File: src/hw/adcie_pkg.sv
package adcie_pkg;
	// Channel and data sizes
	localparam int          ADCIE_NCHAN        = 12;
	localparam int          ADCIE_CHAN_W       = 4;
	localparam int          ADCIE_RES_W        = 12;
	localparam int          ADCIE_DATA_W       = 32;
	// Register byte addresses on the APB side
	localparam logic [31:0] ADCIE_ENABLE_ADDR  = 32'h4001c064;
	localparam logic [31:0] ADCIE_FLAG_ADDR    = 32'h4001c068;
	localparam logic [31:0] ADCIE_STATUS_ADDR  = 32'h4001c070;
	localparam logic [31:0] ADCIE_MASK_ADDR    = 32'h4001c074;
	// Enable register layout
	localparam int          ADCIE_SEQA_EN_BIT  = 0;
	localparam int          ADCIE_SEQB_EN_BIT  = 1;
	localparam int          ADCIE_OVR_EN_BIT   = 2;
	localparam int          ADCIE_THR_LSB      = 3;
	localparam int          ADCIE_THR_W        = 2;
	localparam int          ADCIE_ENABLE_MSB   = 26;
	localparam logic [31:0] ADCIE_ENABLE_RST   = 32'h0000_0000;
	// Threshold interrupt field codes
	localparam logic [1:0]  ADCIE_THR_DISABLED = 2'h0;
	localparam logic [1:0]  ADCIE_THR_OUTSIDE  = 2'h1;
	localparam logic [1:0]  ADCIE_THR_CROSSING = 2'h2;
	localparam logic [1:0]  ADCIE_THR_RESERVED = 2'h3;
	// Interrupt status and mask layout
	localparam int          ADCIE_ST_W         = 4;
	localparam int          ADCIE_ST_SEQA      = 0;
	localparam int          ADCIE_ST_SEQB      = 1;
	localparam int          ADCIE_ST_OVR       = 2;
	localparam int          ADCIE_ST_THR       = 3;
	localparam logic [3:0]  ADCIE_STATUS_RST   = 4'h0;
	localparam logic [3:0]  ADCIE_MASK_RST     = 4'h0;
	localparam logic [11:0] ADCIE_FLAG_RST     = 12'h000;
endpackage : adcie_pkg

File: src/hw/adcie_cmp_if.sv
`timescale 1ns/1ns
`default_nettype none
interface adcie_cmp_if;
	import adcie_pkg::*;
	logic                    req_valid;
	logic [ADCIE_CHAN_W-1:0] req_chan;
	logic [ADCIE_RES_W-1:0]  req_result;
	logic [ADCIE_RES_W-1:0]  req_low;
	logic [ADCIE_RES_W-1:0]  req_high;
	logic [1:0]              req_mode;
	logic                    hit;
	logic [ADCIE_CHAN_W-1:0] hit_chan;
	// Issuing side hands a result over, comparator answers one cycle later
	modport issuer (output req_valid, req_chan, req_result, req_low, req_high, req_mode,
		input hit, hit_chan);
	modport cmp (input req_valid, req_chan, req_result, req_low, req_high, req_mode,
		output hit, hit_chan);
endinterface : adcie_cmp_if
`default_nettype wire

File: src/hw/adcie_chan_cmp.sv
`timescale 1ns/1ns
`default_nettype none
module adcie_chan_cmp
	import adcie_pkg::*;
(
	input  wire logic  ref_clk,
	input  wire logic  rst,
	input  wire logic  ce,
	adcie_cmp_if.cmp   cmp
);
	logic [ADCIE_NCHAN-1:0]  below_r;
	logic [ADCIE_NCHAN-1:0]  below_nxt;
	logic [ADCIE_NCHAN-1:0]  seen_r;
	logic [ADCIE_NCHAN-1:0]  seen_nxt;
	logic                    hit_r;
	logic                    hit_nxt;
	logic [ADCIE_CHAN_W-1:0] hit_chan_r;
	logic [ADCIE_CHAN_W-1:0] hit_chan_nxt;
	logic                    below_now;
	logic                    outside_now;

	// Side history is kept in every mode, so switching to crossing mode needs no warm-up
	always_comb begin
		below_nxt    = below_r;
		seen_nxt     = seen_r;
		hit_nxt      = 1'b0;
		hit_chan_nxt = hit_chan_r;
		below_now    = cmp.req_result < cmp.req_low;
		outside_now  = below_now || (cmp.req_result > cmp.req_high);
		if (cmp.req_valid) begin
			hit_chan_nxt = cmp.req_chan;
			unique case (cmp.req_mode)
				ADCIE_THR_OUTSIDE:  hit_nxt = outside_now;
				ADCIE_THR_CROSSING: hit_nxt = seen_r[cmp.req_chan] &&
					(below_r[cmp.req_chan] != below_now);
				ADCIE_THR_DISABLED: hit_nxt = 1'b0;
				ADCIE_THR_RESERVED: hit_nxt = 1'b0;
			endcase
			below_nxt[cmp.req_chan] = below_now;
			seen_nxt[cmp.req_chan]  = 1'b1;
		end
	end

	// Registered answer
	always_ff @(posedge ref_clk) begin
		if (rst) begin
			below_r    <= '0;
			seen_r     <= '0;
			hit_r      <= 1'b0;
			hit_chan_r <= '0;
		end else if (ce) begin
			below_r    <= below_nxt;
			seen_r     <= seen_nxt;
			hit_r      <= hit_nxt;
			hit_chan_r <= hit_chan_nxt;
		end
	end

	assign cmp.hit      = hit_r;
	assign cmp.hit_chan = hit_chan_r;
endmodule : adcie_chan_cmp
`default_nettype wire

File: src/hw/adcie_top.sv
`timescale 1ns/1ns
`default_nettype none
module adcie_top
	import adcie_pkg::*;
#(
	parameter int NCHAN = ADCIE_NCHAN
)(
	input  wire logic                    ref_clk,
	input  wire logic                    rst,
	input  wire logic                    ce,
	input  wire logic                    psel,
	input  wire logic                    penable,
	input  wire logic                    pwrite,
	input  wire logic [31:0]             paddr,
	input  wire logic [31:0]             pwdata,
	input  wire logic [3:0]              pstrb,
	output logic      [31:0]             prdata,
	output logic                         pready,
	output logic                         pslverr,
	input  wire logic                    conv_valid,
	input  wire logic [ADCIE_CHAN_W-1:0] conv_chan,
	input  wire logic [ADCIE_RES_W-1:0]  conv_result,
	input  wire logic [NCHAN-1:0]        chan_threshold_pair_select,
	input  wire logic [ADCIE_RES_W-1:0]  threshold_pair0_low,
	input  wire logic [ADCIE_RES_W-1:0]  threshold_pair0_high,
	input  wire logic [ADCIE_RES_W-1:0]  threshold_pair1_low,
	input  wire logic [ADCIE_RES_W-1:0]  threshold_pair1_high,
	input  wire logic                    seq_a_mode,
	input  wire logic                    seq_b_mode,
	input  wire logic                    seq_a_conv_done,
	input  wire logic                    seq_a_seq_done,
	input  wire logic                    seq_b_conv_done,
	input  wire logic                    seq_b_seq_done,
	input  wire logic [NCHAN-1:0]        chan_overrun,
	input  wire logic                    seq_a_gdat_overrun,
	input  wire logic                    seq_b_gdat_overrun,
	output logic                         seq_a_trig,
	output logic                         seq_b_trig,
	output logic                         overrun_req,
	output logic                         thresh_req,
	output logic      [NCHAN-1:0]        chan_thresh_event_flag,
	output logic                         irq
);
	adcie_cmp_if cmp_bus ();

	// APB slave state
	logic [31:0]           prdata_r;
	logic [31:0]           prdata_nxt;
	logic                  pslverr_r;
	logic                  pslverr_nxt;
	logic                  cap_r;
	logic                  cap_nxt;
	logic                  hit_enable;
	logic                  hit_flag;
	logic                  hit_status;
	logic                  hit_mask;
	logic                  addr_ok;
	logic                  access;
	logic                  wr_access;
	logic                  rd_access;
	logic [31:0]           byte_mask;

	// Register file state
	logic [31:0]           adc_irq_enable_r;
	logic [31:0]           adc_irq_enable_nxt;
	logic [NCHAN-1:0]      flag_r;
	logic [NCHAN-1:0]      flag_nxt;
	logic [ADCIE_ST_W-1:0] status_r;
	logic [ADCIE_ST_W-1:0] status_nxt;
	logic [ADCIE_ST_W-1:0] mask_r;
	logic [ADCIE_ST_W-1:0] mask_nxt;
	logic [ADCIE_ST_W-1:0] status_ev;
	logic [ADCIE_ST_W-1:0] status_clr;

	// Request outputs
	logic                  seq_a_trig_r;
	logic                  seq_a_trig_nxt;
	logic                  seq_b_trig_r;
	logic                  seq_b_trig_nxt;
	logic                  overrun_req_r;
	logic                  overrun_req_nxt;
	logic                  thresh_req_r;
	logic                  thresh_req_nxt;
	logic                  irq_r;
	logic                  irq_nxt;

	// Comparator request side
	logic                  chan_ok;
	logic                  pair_sel;
	logic [NCHAN-1:0]      chan_active;
	logic [NCHAN-1:0]      flag_set;
	logic [NCHAN-1:0]      flag_wclr;

	// Address decode; unmapped addresses answer with an error and read as zero
	always_comb begin
		hit_enable = paddr == ADCIE_ENABLE_ADDR;
		hit_flag   = paddr == ADCIE_FLAG_ADDR;
		hit_status = paddr == ADCIE_STATUS_ADDR;
		hit_mask   = paddr == ADCIE_MASK_ADDR;
		addr_ok    = hit_enable || hit_flag || hit_status || hit_mask;
		access     = psel && penable && ce && cap_r;
		wr_access  = access && pwrite && addr_ok;
		rd_access  = access && !pwrite && addr_ok;
		byte_mask  = {{8{pstrb[3]}}, {8{pstrb[2]}}, {8{pstrb[1]}}, {8{pstrb[0]}}};
	end

	// Read data is captured one cycle ahead so prdata comes straight from a flop
	always_comb begin
		prdata_nxt  = prdata_r;
		pslverr_nxt = pslverr_r;
		cap_nxt     = cap_r;
		if (psel && !access) begin
			prdata_nxt  = '0;
			pslverr_nxt = !addr_ok;
			cap_nxt     = 1'b1;
			if (hit_enable) begin
				prdata_nxt[ADCIE_ENABLE_MSB:0] = adc_irq_enable_r[ADCIE_ENABLE_MSB:0];
			end
			if (hit_flag) begin
				prdata_nxt[NCHAN-1:0] = flag_r;
			end
			if (hit_status) begin
				prdata_nxt[ADCIE_ST_W-1:0] = status_r;
			end
			if (hit_mask) begin
				prdata_nxt[ADCIE_ST_W-1:0] = mask_r;
			end
		end else if (access || !psel) begin
			cap_nxt = 1'b0;
		end
	end

	always_ff @(posedge ref_clk) begin
		if (rst) begin
			prdata_r  <= '0;
			pslverr_r <= 1'b0;
			cap_r     <= 1'b0;
		end else if (ce) begin
			prdata_r  <= prdata_nxt;
			pslverr_r <= pslverr_nxt;
			cap_r     <= cap_nxt;
		end
	end

	// Ready only once the read word has been captured for this transfer
	assign pready  = psel && penable && ce && cap_r;
	assign prdata  = prdata_r;
	assign pslverr = pslverr_r && pready;

	// Enable register; reserved bits 31:27 are never stored and read zero
	always_comb begin
		adc_irq_enable_nxt = adc_irq_enable_r;
		if (wr_access && hit_enable) begin
			adc_irq_enable_nxt = (adc_irq_enable_r & ~byte_mask) | (pwdata & byte_mask);
			adc_irq_enable_nxt[31:ADCIE_ENABLE_MSB+1] = '0;
		end
	end

	always_ff @(posedge ref_clk) begin
		if (rst) begin
			adc_irq_enable_r <= ADCIE_ENABLE_RST;
		end else if (ce) begin
			adc_irq_enable_r <= adc_irq_enable_nxt;
		end
	end

	// Hand each conversion on a channel below NCHAN to the comparator with its selected threshold pair
	always_comb begin
		chan_ok  = conv_chan < ADCIE_CHAN_W'(NCHAN);
		pair_sel = chan_ok ? chan_threshold_pair_select[conv_chan] : 1'b0;
		cmp_bus.req_valid  = conv_valid && chan_ok;
		cmp_bus.req_chan   = conv_chan;
		cmp_bus.req_result = conv_result;
		cmp_bus.req_low    = pair_sel ? threshold_pair1_low : threshold_pair0_low;
		cmp_bus.req_high   = pair_sel ? threshold_pair1_high : threshold_pair0_high;
		cmp_bus.req_mode   = chan_ok ?
			adc_irq_enable_r[ADCIE_THR_LSB + ADCIE_THR_W*conv_chan +: ADCIE_THR_W] :
			ADCIE_THR_DISABLED;
	end

	adcie_chan_cmp u_cmp (
		.ref_clk (ref_clk),
		.rst     (rst),
		.ce      (ce),
		.cmp     (cmp_bus.cmp)
	);

	// Per-channel flags: a new event in the clearing cycle survives the clear
	genvar gi;
	generate
		for (gi = 0; gi < NCHAN; gi++) begin : g_chan
			localparam int FLSB = ADCIE_THR_LSB + ADCIE_THR_W*gi;
			logic [1:0] mode_f;
			assign mode_f          = adc_irq_enable_r[FLSB +: ADCIE_THR_W];
			assign chan_active[gi] = (mode_f == ADCIE_THR_OUTSIDE) ||
				(mode_f == ADCIE_THR_CROSSING);
			assign flag_set[gi]    = cmp_bus.hit &&
				(cmp_bus.hit_chan == ADCIE_CHAN_W'(gi));
			assign flag_wclr[gi]   = wr_access && hit_flag && pwdata[gi] &&
				pstrb[gi/8];
			assign flag_nxt[gi]    = flag_set[gi] || (flag_r[gi] && !flag_wclr[gi]);
		end
	endgenerate

	always_ff @(posedge ref_clk) begin
		if (rst) begin
			flag_r <= ADCIE_FLAG_RST;
		end else if (ce) begin
			flag_r <= flag_nxt;
		end
	end

	// Gated requests toward interrupt and DMA controllers
	always_comb begin
		seq_a_trig_nxt  = adc_irq_enable_r[ADCIE_SEQA_EN_BIT] &&
			(seq_a_mode ? seq_a_seq_done : seq_a_conv_done);
		seq_b_trig_nxt  = adc_irq_enable_r[ADCIE_SEQB_EN_BIT] &&
			(seq_b_mode ? seq_b_seq_done : seq_b_conv_done);
		overrun_req_nxt = adc_irq_enable_r[ADCIE_OVR_EN_BIT] &&
			((|chan_overrun) ||
			(seq_a_gdat_overrun && !seq_a_mode) ||
			(seq_b_gdat_overrun && !seq_b_mode));
		// A flag whose field was later disabled stops requesting at once
		thresh_req_nxt  = |(flag_nxt & chan_active);
	end

	always_ff @(posedge ref_clk) begin
		if (rst) begin
			seq_a_trig_r  <= 1'b0;
			seq_b_trig_r  <= 1'b0;
			overrun_req_r <= 1'b0;
			thresh_req_r  <= 1'b0;
		end else if (ce) begin
			seq_a_trig_r  <= seq_a_trig_nxt;
			seq_b_trig_r  <= seq_b_trig_nxt;
			overrun_req_r <= overrun_req_nxt;
			thresh_req_r  <= thresh_req_nxt;
		end
	end

	// Sticky status; a read clears only the bits it returned, so late events stay
	always_comb begin
		status_ev                = '0;
		status_ev[ADCIE_ST_SEQA] = seq_a_trig_nxt;
		status_ev[ADCIE_ST_SEQB] = seq_b_trig_nxt;
		status_ev[ADCIE_ST_OVR]  = overrun_req_nxt;
		status_ev[ADCIE_ST_THR]  = |(flag_set & chan_active);
		status_clr = (rd_access && hit_status) ? prdata_r[ADCIE_ST_W-1:0] : '0;
		status_nxt = (status_r & ~status_clr) | status_ev;
		mask_nxt   = mask_r;
		if (wr_access && hit_mask && pstrb[0]) begin
			mask_nxt = pwdata[ADCIE_ST_W-1:0];
		end
		irq_nxt = |(status_nxt & mask_nxt);
	end

	always_ff @(posedge ref_clk) begin
		if (rst) begin
			status_r <= ADCIE_STATUS_RST;
			mask_r   <= ADCIE_MASK_RST;
			irq_r    <= 1'b0;
		end else if (ce) begin
			status_r <= status_nxt;
			mask_r   <= mask_nxt;
			irq_r    <= irq_nxt;
		end
	end

	// Request, flag and irq outputs all come from flops
	assign seq_a_trig             = seq_a_trig_r;
	assign seq_b_trig             = seq_b_trig_r;
	assign overrun_req            = overrun_req_r;
	assign thresh_req             = thresh_req_r;
	assign chan_thresh_event_flag = flag_r;
	assign irq                    = irq_r;
endmodule : adcie_top
`default_nettype wire

File: config.mk
export PLATFORM = sky130hd
export DESIGN_NAME = adcie_top
export DESIGN_NICKNAME = d
export VERILOG_FILES = /design/src/hw/adcie_pkg.sv /design/src/hw/adcie_cmp_if.sv /design/src/hw/adcie_chan_cmp.sv /design/src/hw/adcie_top.sv
export SDC_FILE = /design/constraint.sdc
export NUM_CORES = 1
export LEC_CHECK = 0
export BUFFER_PORTS_ARGS = -buffer_cell sky130_fd_sc_hd__buf_2
export CAP_MARGIN = 40
export CORE_UTILIZATION = 40
export CTS_CLUSTER_SIZE = 30
export DETAILED_ROUTE_END_ITERATION = 8
export PLACE_DENSITY = 0.66
export SETUP_SLACK_MARGIN = 0.05
export SLEW_MARGIN = 15
export SYNTH_ARGS = -nofsm -noshare
export SYNTH_HDL_FRONTEND = slang
export SYNTH_HIERARCHICAL = 1
export SYNTH_SLANG_ARGS = --single-unit
File: constraint.sdc
create_clock -name ref_clk -period 4.4 [get_ports ref_clk]
set_clock_uncertainty 0.05 [all_clocks]
set_input_delay 0.88 -clock ref_clk [delete_from_list [all_inputs] [get_ports ref_clk]]
set_output_delay 0.88 -clock ref_clk [all_outputs]
set_load 0.02 [all_outputs]
* Word-level counts from Yosys, hierarchy flattened
Cells that the tools add are included.
Word-level totals: register bits 110, bits of input ports 171, output and inout port bits 51, logic and storage cells 233
Cells by class: add/sub/neg operators 1, $lt $le $gt $ge 5, eq/ne operators 43, shifts and indexed selects 1, muxes and demuxes 25, bitwise gates (word level) 11, reductions and logical operators 131
Operators with widths (number):
- $eq 32x31->1 const B | 4
- $logic_and 1x1->1 | 70
- $and 27x27->27 | 2
- $mux 12 | 3
- $reduce_or 12->1 | 3
- $shiftx 32x7->2 | 1
- $logic_or 1x1->1 | 31
- $eq 2x2->1 const B | 14
- $mux 27 | 1
- $not 27->27 | 1
- $or 27x27->27 | 1
- $eq 2x1->1 const B | 13
- $and 12x12->12 | 2
- $logic_not 1->1 | 18
- $eq 4x3->1 const B | 4
- $eq 4x4->1 const B | 4
- $mux 4 | 4
- $bmux 1 s4 | 3
- $bwmux 12 | 1
- $gt 12x12->1 | 1
- $lt 12x12->1 | 1
- $or 12x12->12 | 1
- $mux 1 | 10
- $and 4x4->4 | 2
- other kinds (18) | 22

* Logic depth before layout (Yosys ltp)
depth after elaboration 13, mapped depth 15

* Cells and area by module
Netlist, hierarchy kept.
Modules (own cells, without submodules):
- adcie_top | times used 1, cells each 538, area each 4658.2 um^2, sequential area each 1621.6 um^2
- adcie_chan_cmp | times used 1, cells each 220, area each 1879.3 um^2, sequential area each 580.6 um^2

* Worst setup path after synthesis
Ideal clock, no wire load.
path kind input to register, start input port conv_chan[0], end register u_cmp.hit_r (netlist: u_cmp/cmp.hit), setup time 0.128 ns, data arrival time 3.786 ns, data required time 4.222 ns, slack 0.436 ns, stages 14, buffers on the path 3, cell sequence buf_2 -> mux4_2 -> mux2i_1 -> o21ai_1 -> buf_2 -> mux2_2 -> inv_1 -> ha_1 -> a211o_1 -> a31oi_1 -> o31ai_1 -> a221oi_4 -> buf_6 -> o211ai_1
On the way: word-level cells in the longest chain between the ends 9, elaborated cells between the ends (all ways) 26
RTL lines:
- start, declared | line adcie_top.sv:21 | input wire logic [ADCIE_CHAN_W-1:0] conv_chan,
- $bmux 1 s4 | line adcie_top.sv:170 | pair_sel = chan_ok ? chan_threshold_pair_select[conv_chan] : 1'b0;
- $mux 1 (implied by the code) | line adcie_top.sv:170
- $mux 1 (*) | line adcie_top.sv:170
- $mux 12 (*) | line adcie_top.sv:174 | cmp_bus.req_low = pair_sel ? threshold_pair1_low : threshold_pair0_low;
- net cmp_bus.req_low[2] | line adcie_cmp_if.sv:8 | logic [ADCIE_RES_W-1:0] req_low;
- $lt 12x12->1 (*) | line adcie_chan_cmp.sv:28 | below_now = cmp.req_result < cmp.req_low;
- $ne 1x1->1 | line adcie_chan_cmp.sv:35 | (below_r[cmp.req_chan] != below_now);
- $logic_and 1x1->1 | line adcie_chan_cmp.sv:34 | ADCIE_THR_CROSSING: hit_nxt = seen_r[cmp.req_chan] &&
- $pmux 1 s3 (*) | line adcie_chan_cmp.sv:32 | unique case (cmp.req_mode)
- $mux 1 (*) | line adcie_chan_cmp.sv:30 | if (cmp.req_valid) begin
- end signal, assigned | line adcie_chan_cmp.sv:54 | hit_r <= hit_nxt;
- end, declared | line adcie_chan_cmp.sv:15 | logic hit_r;
Mark *: on every way through the listed nets, which the timed path passes. The rest lies on a longest branch. The select of a mux whose other input is x is not followed. A chain may end at the register's enable or synchronous reset.

* Final worst setup path
start input port conv_chan[0], end register u_cmp.below_r[6]
On the way: word-level cells in the longest chain between the ends 6, elaborated cells between the ends (all ways) 14
RTL lines:
- $bmux 1 s4 | line adcie_top.sv:170
- $mux 1 (implied by the code) | line adcie_top.sv:170
- $mux 1 (*) | line adcie_top.sv:170
- $mux 12 (*) | line adcie_top.sv:174
- net cmp_bus.req_low[2] | line adcie_cmp_if.sv:8
- $lt 12x12->1 (*) | line adcie_chan_cmp.sv:28
- $bwmux 12 (*) | line adcie_chan_cmp.sv:39 | below_nxt[cmp.req_chan] = below_now;
- end signal, assigned | line adcie_chan_cmp.sv:52 | below_r <= below_nxt;
- end, declared | line adcie_chan_cmp.sv:11 | logic [ADCIE_NCHAN-1:0] below_r;
Marked as above.

==> impl_metrics.ini <==
[status]
status = finished clean

[clock_network]
clkTransAtPathRegs_ps = 80
cts_tree = yes
cts_num_sinks = 110
clockBufferDepth = 2
root_buffer = clkbuf_16
cts_made_buffers = 9
post_cts_resized = 0
holdBufCountCts = 0
clock_latency_ps = 360
post_cts_buffers = 0
htreeDepth = 3

[routing]
drtAntennaViolNets = 0
drt_wl_total_mm = 18.7
num_vias = 6319
routedWlPerCell_um = 16.0
drcViolationCount = 0
drt-pass1-iter-count = 5
viasPerCell = 5.39
drtIter0Drc = 393

[sta]
finalWorstSetupSlack_ps = 714
setup_viol = 0
worst_pin_slew_ps = 695
max_freq_mhz = 271
hold_violations = 0
slew_headroom_pct = 53.6
setup_tns_ps = 0
slew_violations = 0
rsz0062_at_grt = false
min_period_ps = 3690
fin_crit_sh_pct = 83.8

[cells_and_area]
area_growth_pct = 23.2
final_cell_mix = buf_2, dfxtp_1, nand2_1
design_area_mm2 = 0.00805
drive_above_1_share_pct = 32.4
instances_no_fill = 1172
fin_nets = 1145
final_common_cell = buf_2

[critical_path]
arrival_ps = 3920
cpPeakStageDelay_ps = 440
r2r_start = cap_r
crit_type = in -> reg
cp-start-kind = input pin
crit_chain = buf_2, mux4_2, mux2i_1, o21ai_2, mux2_2, inv_1, ha_1, a211o_1, a31oi_1, o31ai_1, a221oi_4, buf_4, nand3_1, a21oi_1
crit_fanout = 14
crit_slowest_cell = o21ai_2
reg2reg_depth = 6
worstSetupStartpoint = conv_chan[0]
crit_required_ps = 4630
cp-endpoint = u_cmp/below_r[6]
critPathCaptureType = flop
worst_r2r_endpoint = thresh_req
rrSetupSlack_ps = 1520

[floorplanning]
die_height_um = 130
core_area_mm2 = 0.0159
rows = 46
io_pins = 222
initial_utilization_pct = 41.0
dieArea_mm2 = 0.0169
fp.dieW_um = 130

[power]
peakVddDrop_mv = 0.177
p_per_area_mw_per_mm2 = 275
power_leakage_uw = 0.00344

[grt]
grt.overflow.total = 0
grt_pass1_vias = 5515
grt_pass1_wl_mm = 28.7
grt_max_degree = 68
grt_use_total_pct = 21.9
antenna_found_initial = 1

[synth]
synth-async-reset-ratio_pct = 0
syn_inst = 758
ys.flop_type = dfxtp_1
synth_cell_types = 70
post-synth-top-area-cell = dfxtp_1
synthTopCellsByArea = dfxtp_1, a21oi_1, nand2_1
yosysSeqAreaShare_pct = 33.7
synth-seq-cells = 110
synth_edf_count = 0
synth_top_area_share_pct = 33.7
synth.cell_area_mm2 = 0.00654
syn_avg_cell_area_um2 = 8.62
yosysWarnings = 6

[placed_design]
dp.cells = 1156
port_buffers = 211
dpl_cell_area_mm2 = 0.00775
place_congestion = 0.931
dpl.hpwl_mm = 14.3
place_ws_ps = 303

[run]
maxCapViolCount = 0

[min_path]
hold_path_class = reg -> reg
[power by group]
part	leakage (µW)	internal, µW	switching [µW]
combinational	0.00241	169	190
clock	0.000142	444	390
sequential	0.000889	1010	9.70
[synthesized netlist by cell type (7+ instances only)]
| master | count |
|---|---|
| nor3_1 | 20 |
| nand2b_1 | 10 |
| inv_1 | 36 |
| nand2_1 | 101 |
| nor2_1 | 72 |
| dfxtp_1 | 110 |
| nand4_1 | 8 |
| nor2b_1 | 11 |
| ha_1 | 23 |
| nand3_1 | 29 |
| clkbuf_1 | 22 |
| a221oi_1 | 9 |
| mux4_2 | 15 |
| mux2_2 | 30 |
| buf_4 | 7 |
| xnor2_1 | 7 |
| mux2i_1 | 22 |
| buf_2 | 12 |
| a21oi_1 | 81 |
| o21ai_0 | 9 |
| o41ai_1 | 7 |
[routing by layer]
layer	track usage (%)	vias up	wire [µm]
li1	-	3116	-
met2	34.3	229	8470
met5	0	-	13
met1	30.1	2940	8640
met4	8.96	2	402
met3	3.61	32	1200
[worst min-delay path by stage]
stage	start	endpoint	slack [ps]	cells after the start
6_report	prdata[24]	prdata[24]	410	2
3_3_place_gp	prdata[12]	prdata[12]	390	2
2_1_floorplan	u_cmp/seen_r[6]	u_cmp/seen_r[6]	380	2
3_5_place_dp	prdata[23]	prdata[23]	390	2
4_1_cts	prdata[18]	prdata[18]	410	2
5_1_grt	prdata[17]	prdata[17]	430	2
[cell families after synthesis]
family / Yosys count / share of synthesized area, %
simple gates: 299 / 24.3
compound gates: 162 / 16.5
flops: 110 / 33.7
buf+inv: 84 / 5.80
mux: 67 / 13.7
fa+ha+maj: 23 / 4.40
xor+xnor: 12 / 1.61
other cells: 1 / 0.0574
[stage by stage]
| step | total power (µW) | hold slack, ps | utilization (%) |
|---|---|---|---|
| finish | 2210 | 405 | 50.5 |
| global route | 2300 | 428 | 50.5 |
| CTS | 2230 | 407 | 50.5 |
| detailed placement | 1400 | 393 | 48.6 |
| global placement | 1400 | 388 | 48.6 |
| floorplan | 1260 | 381 | - |
[critical path: cells and delay by family]
kind	cells	cell delay (ps)
AOI/OAI and AO/OA	6	1480
muxes	3	810
buffers and inverters	3	430
adders and majority gates	1	230
and+or+nand+nor	1	90
[final cells by class]
class	instances	area, µm²
fillers	1559	7890
clock buffers	9	225
clock inverters	6	72.6
inverters	36	135
multi-input cells	568	3980
well taps	216	270
diodes	1	2.50
flip-flops and latches	110	2200
repair buffers	226	1170
No activity file was read; power rests on OpenSTA's default activity.
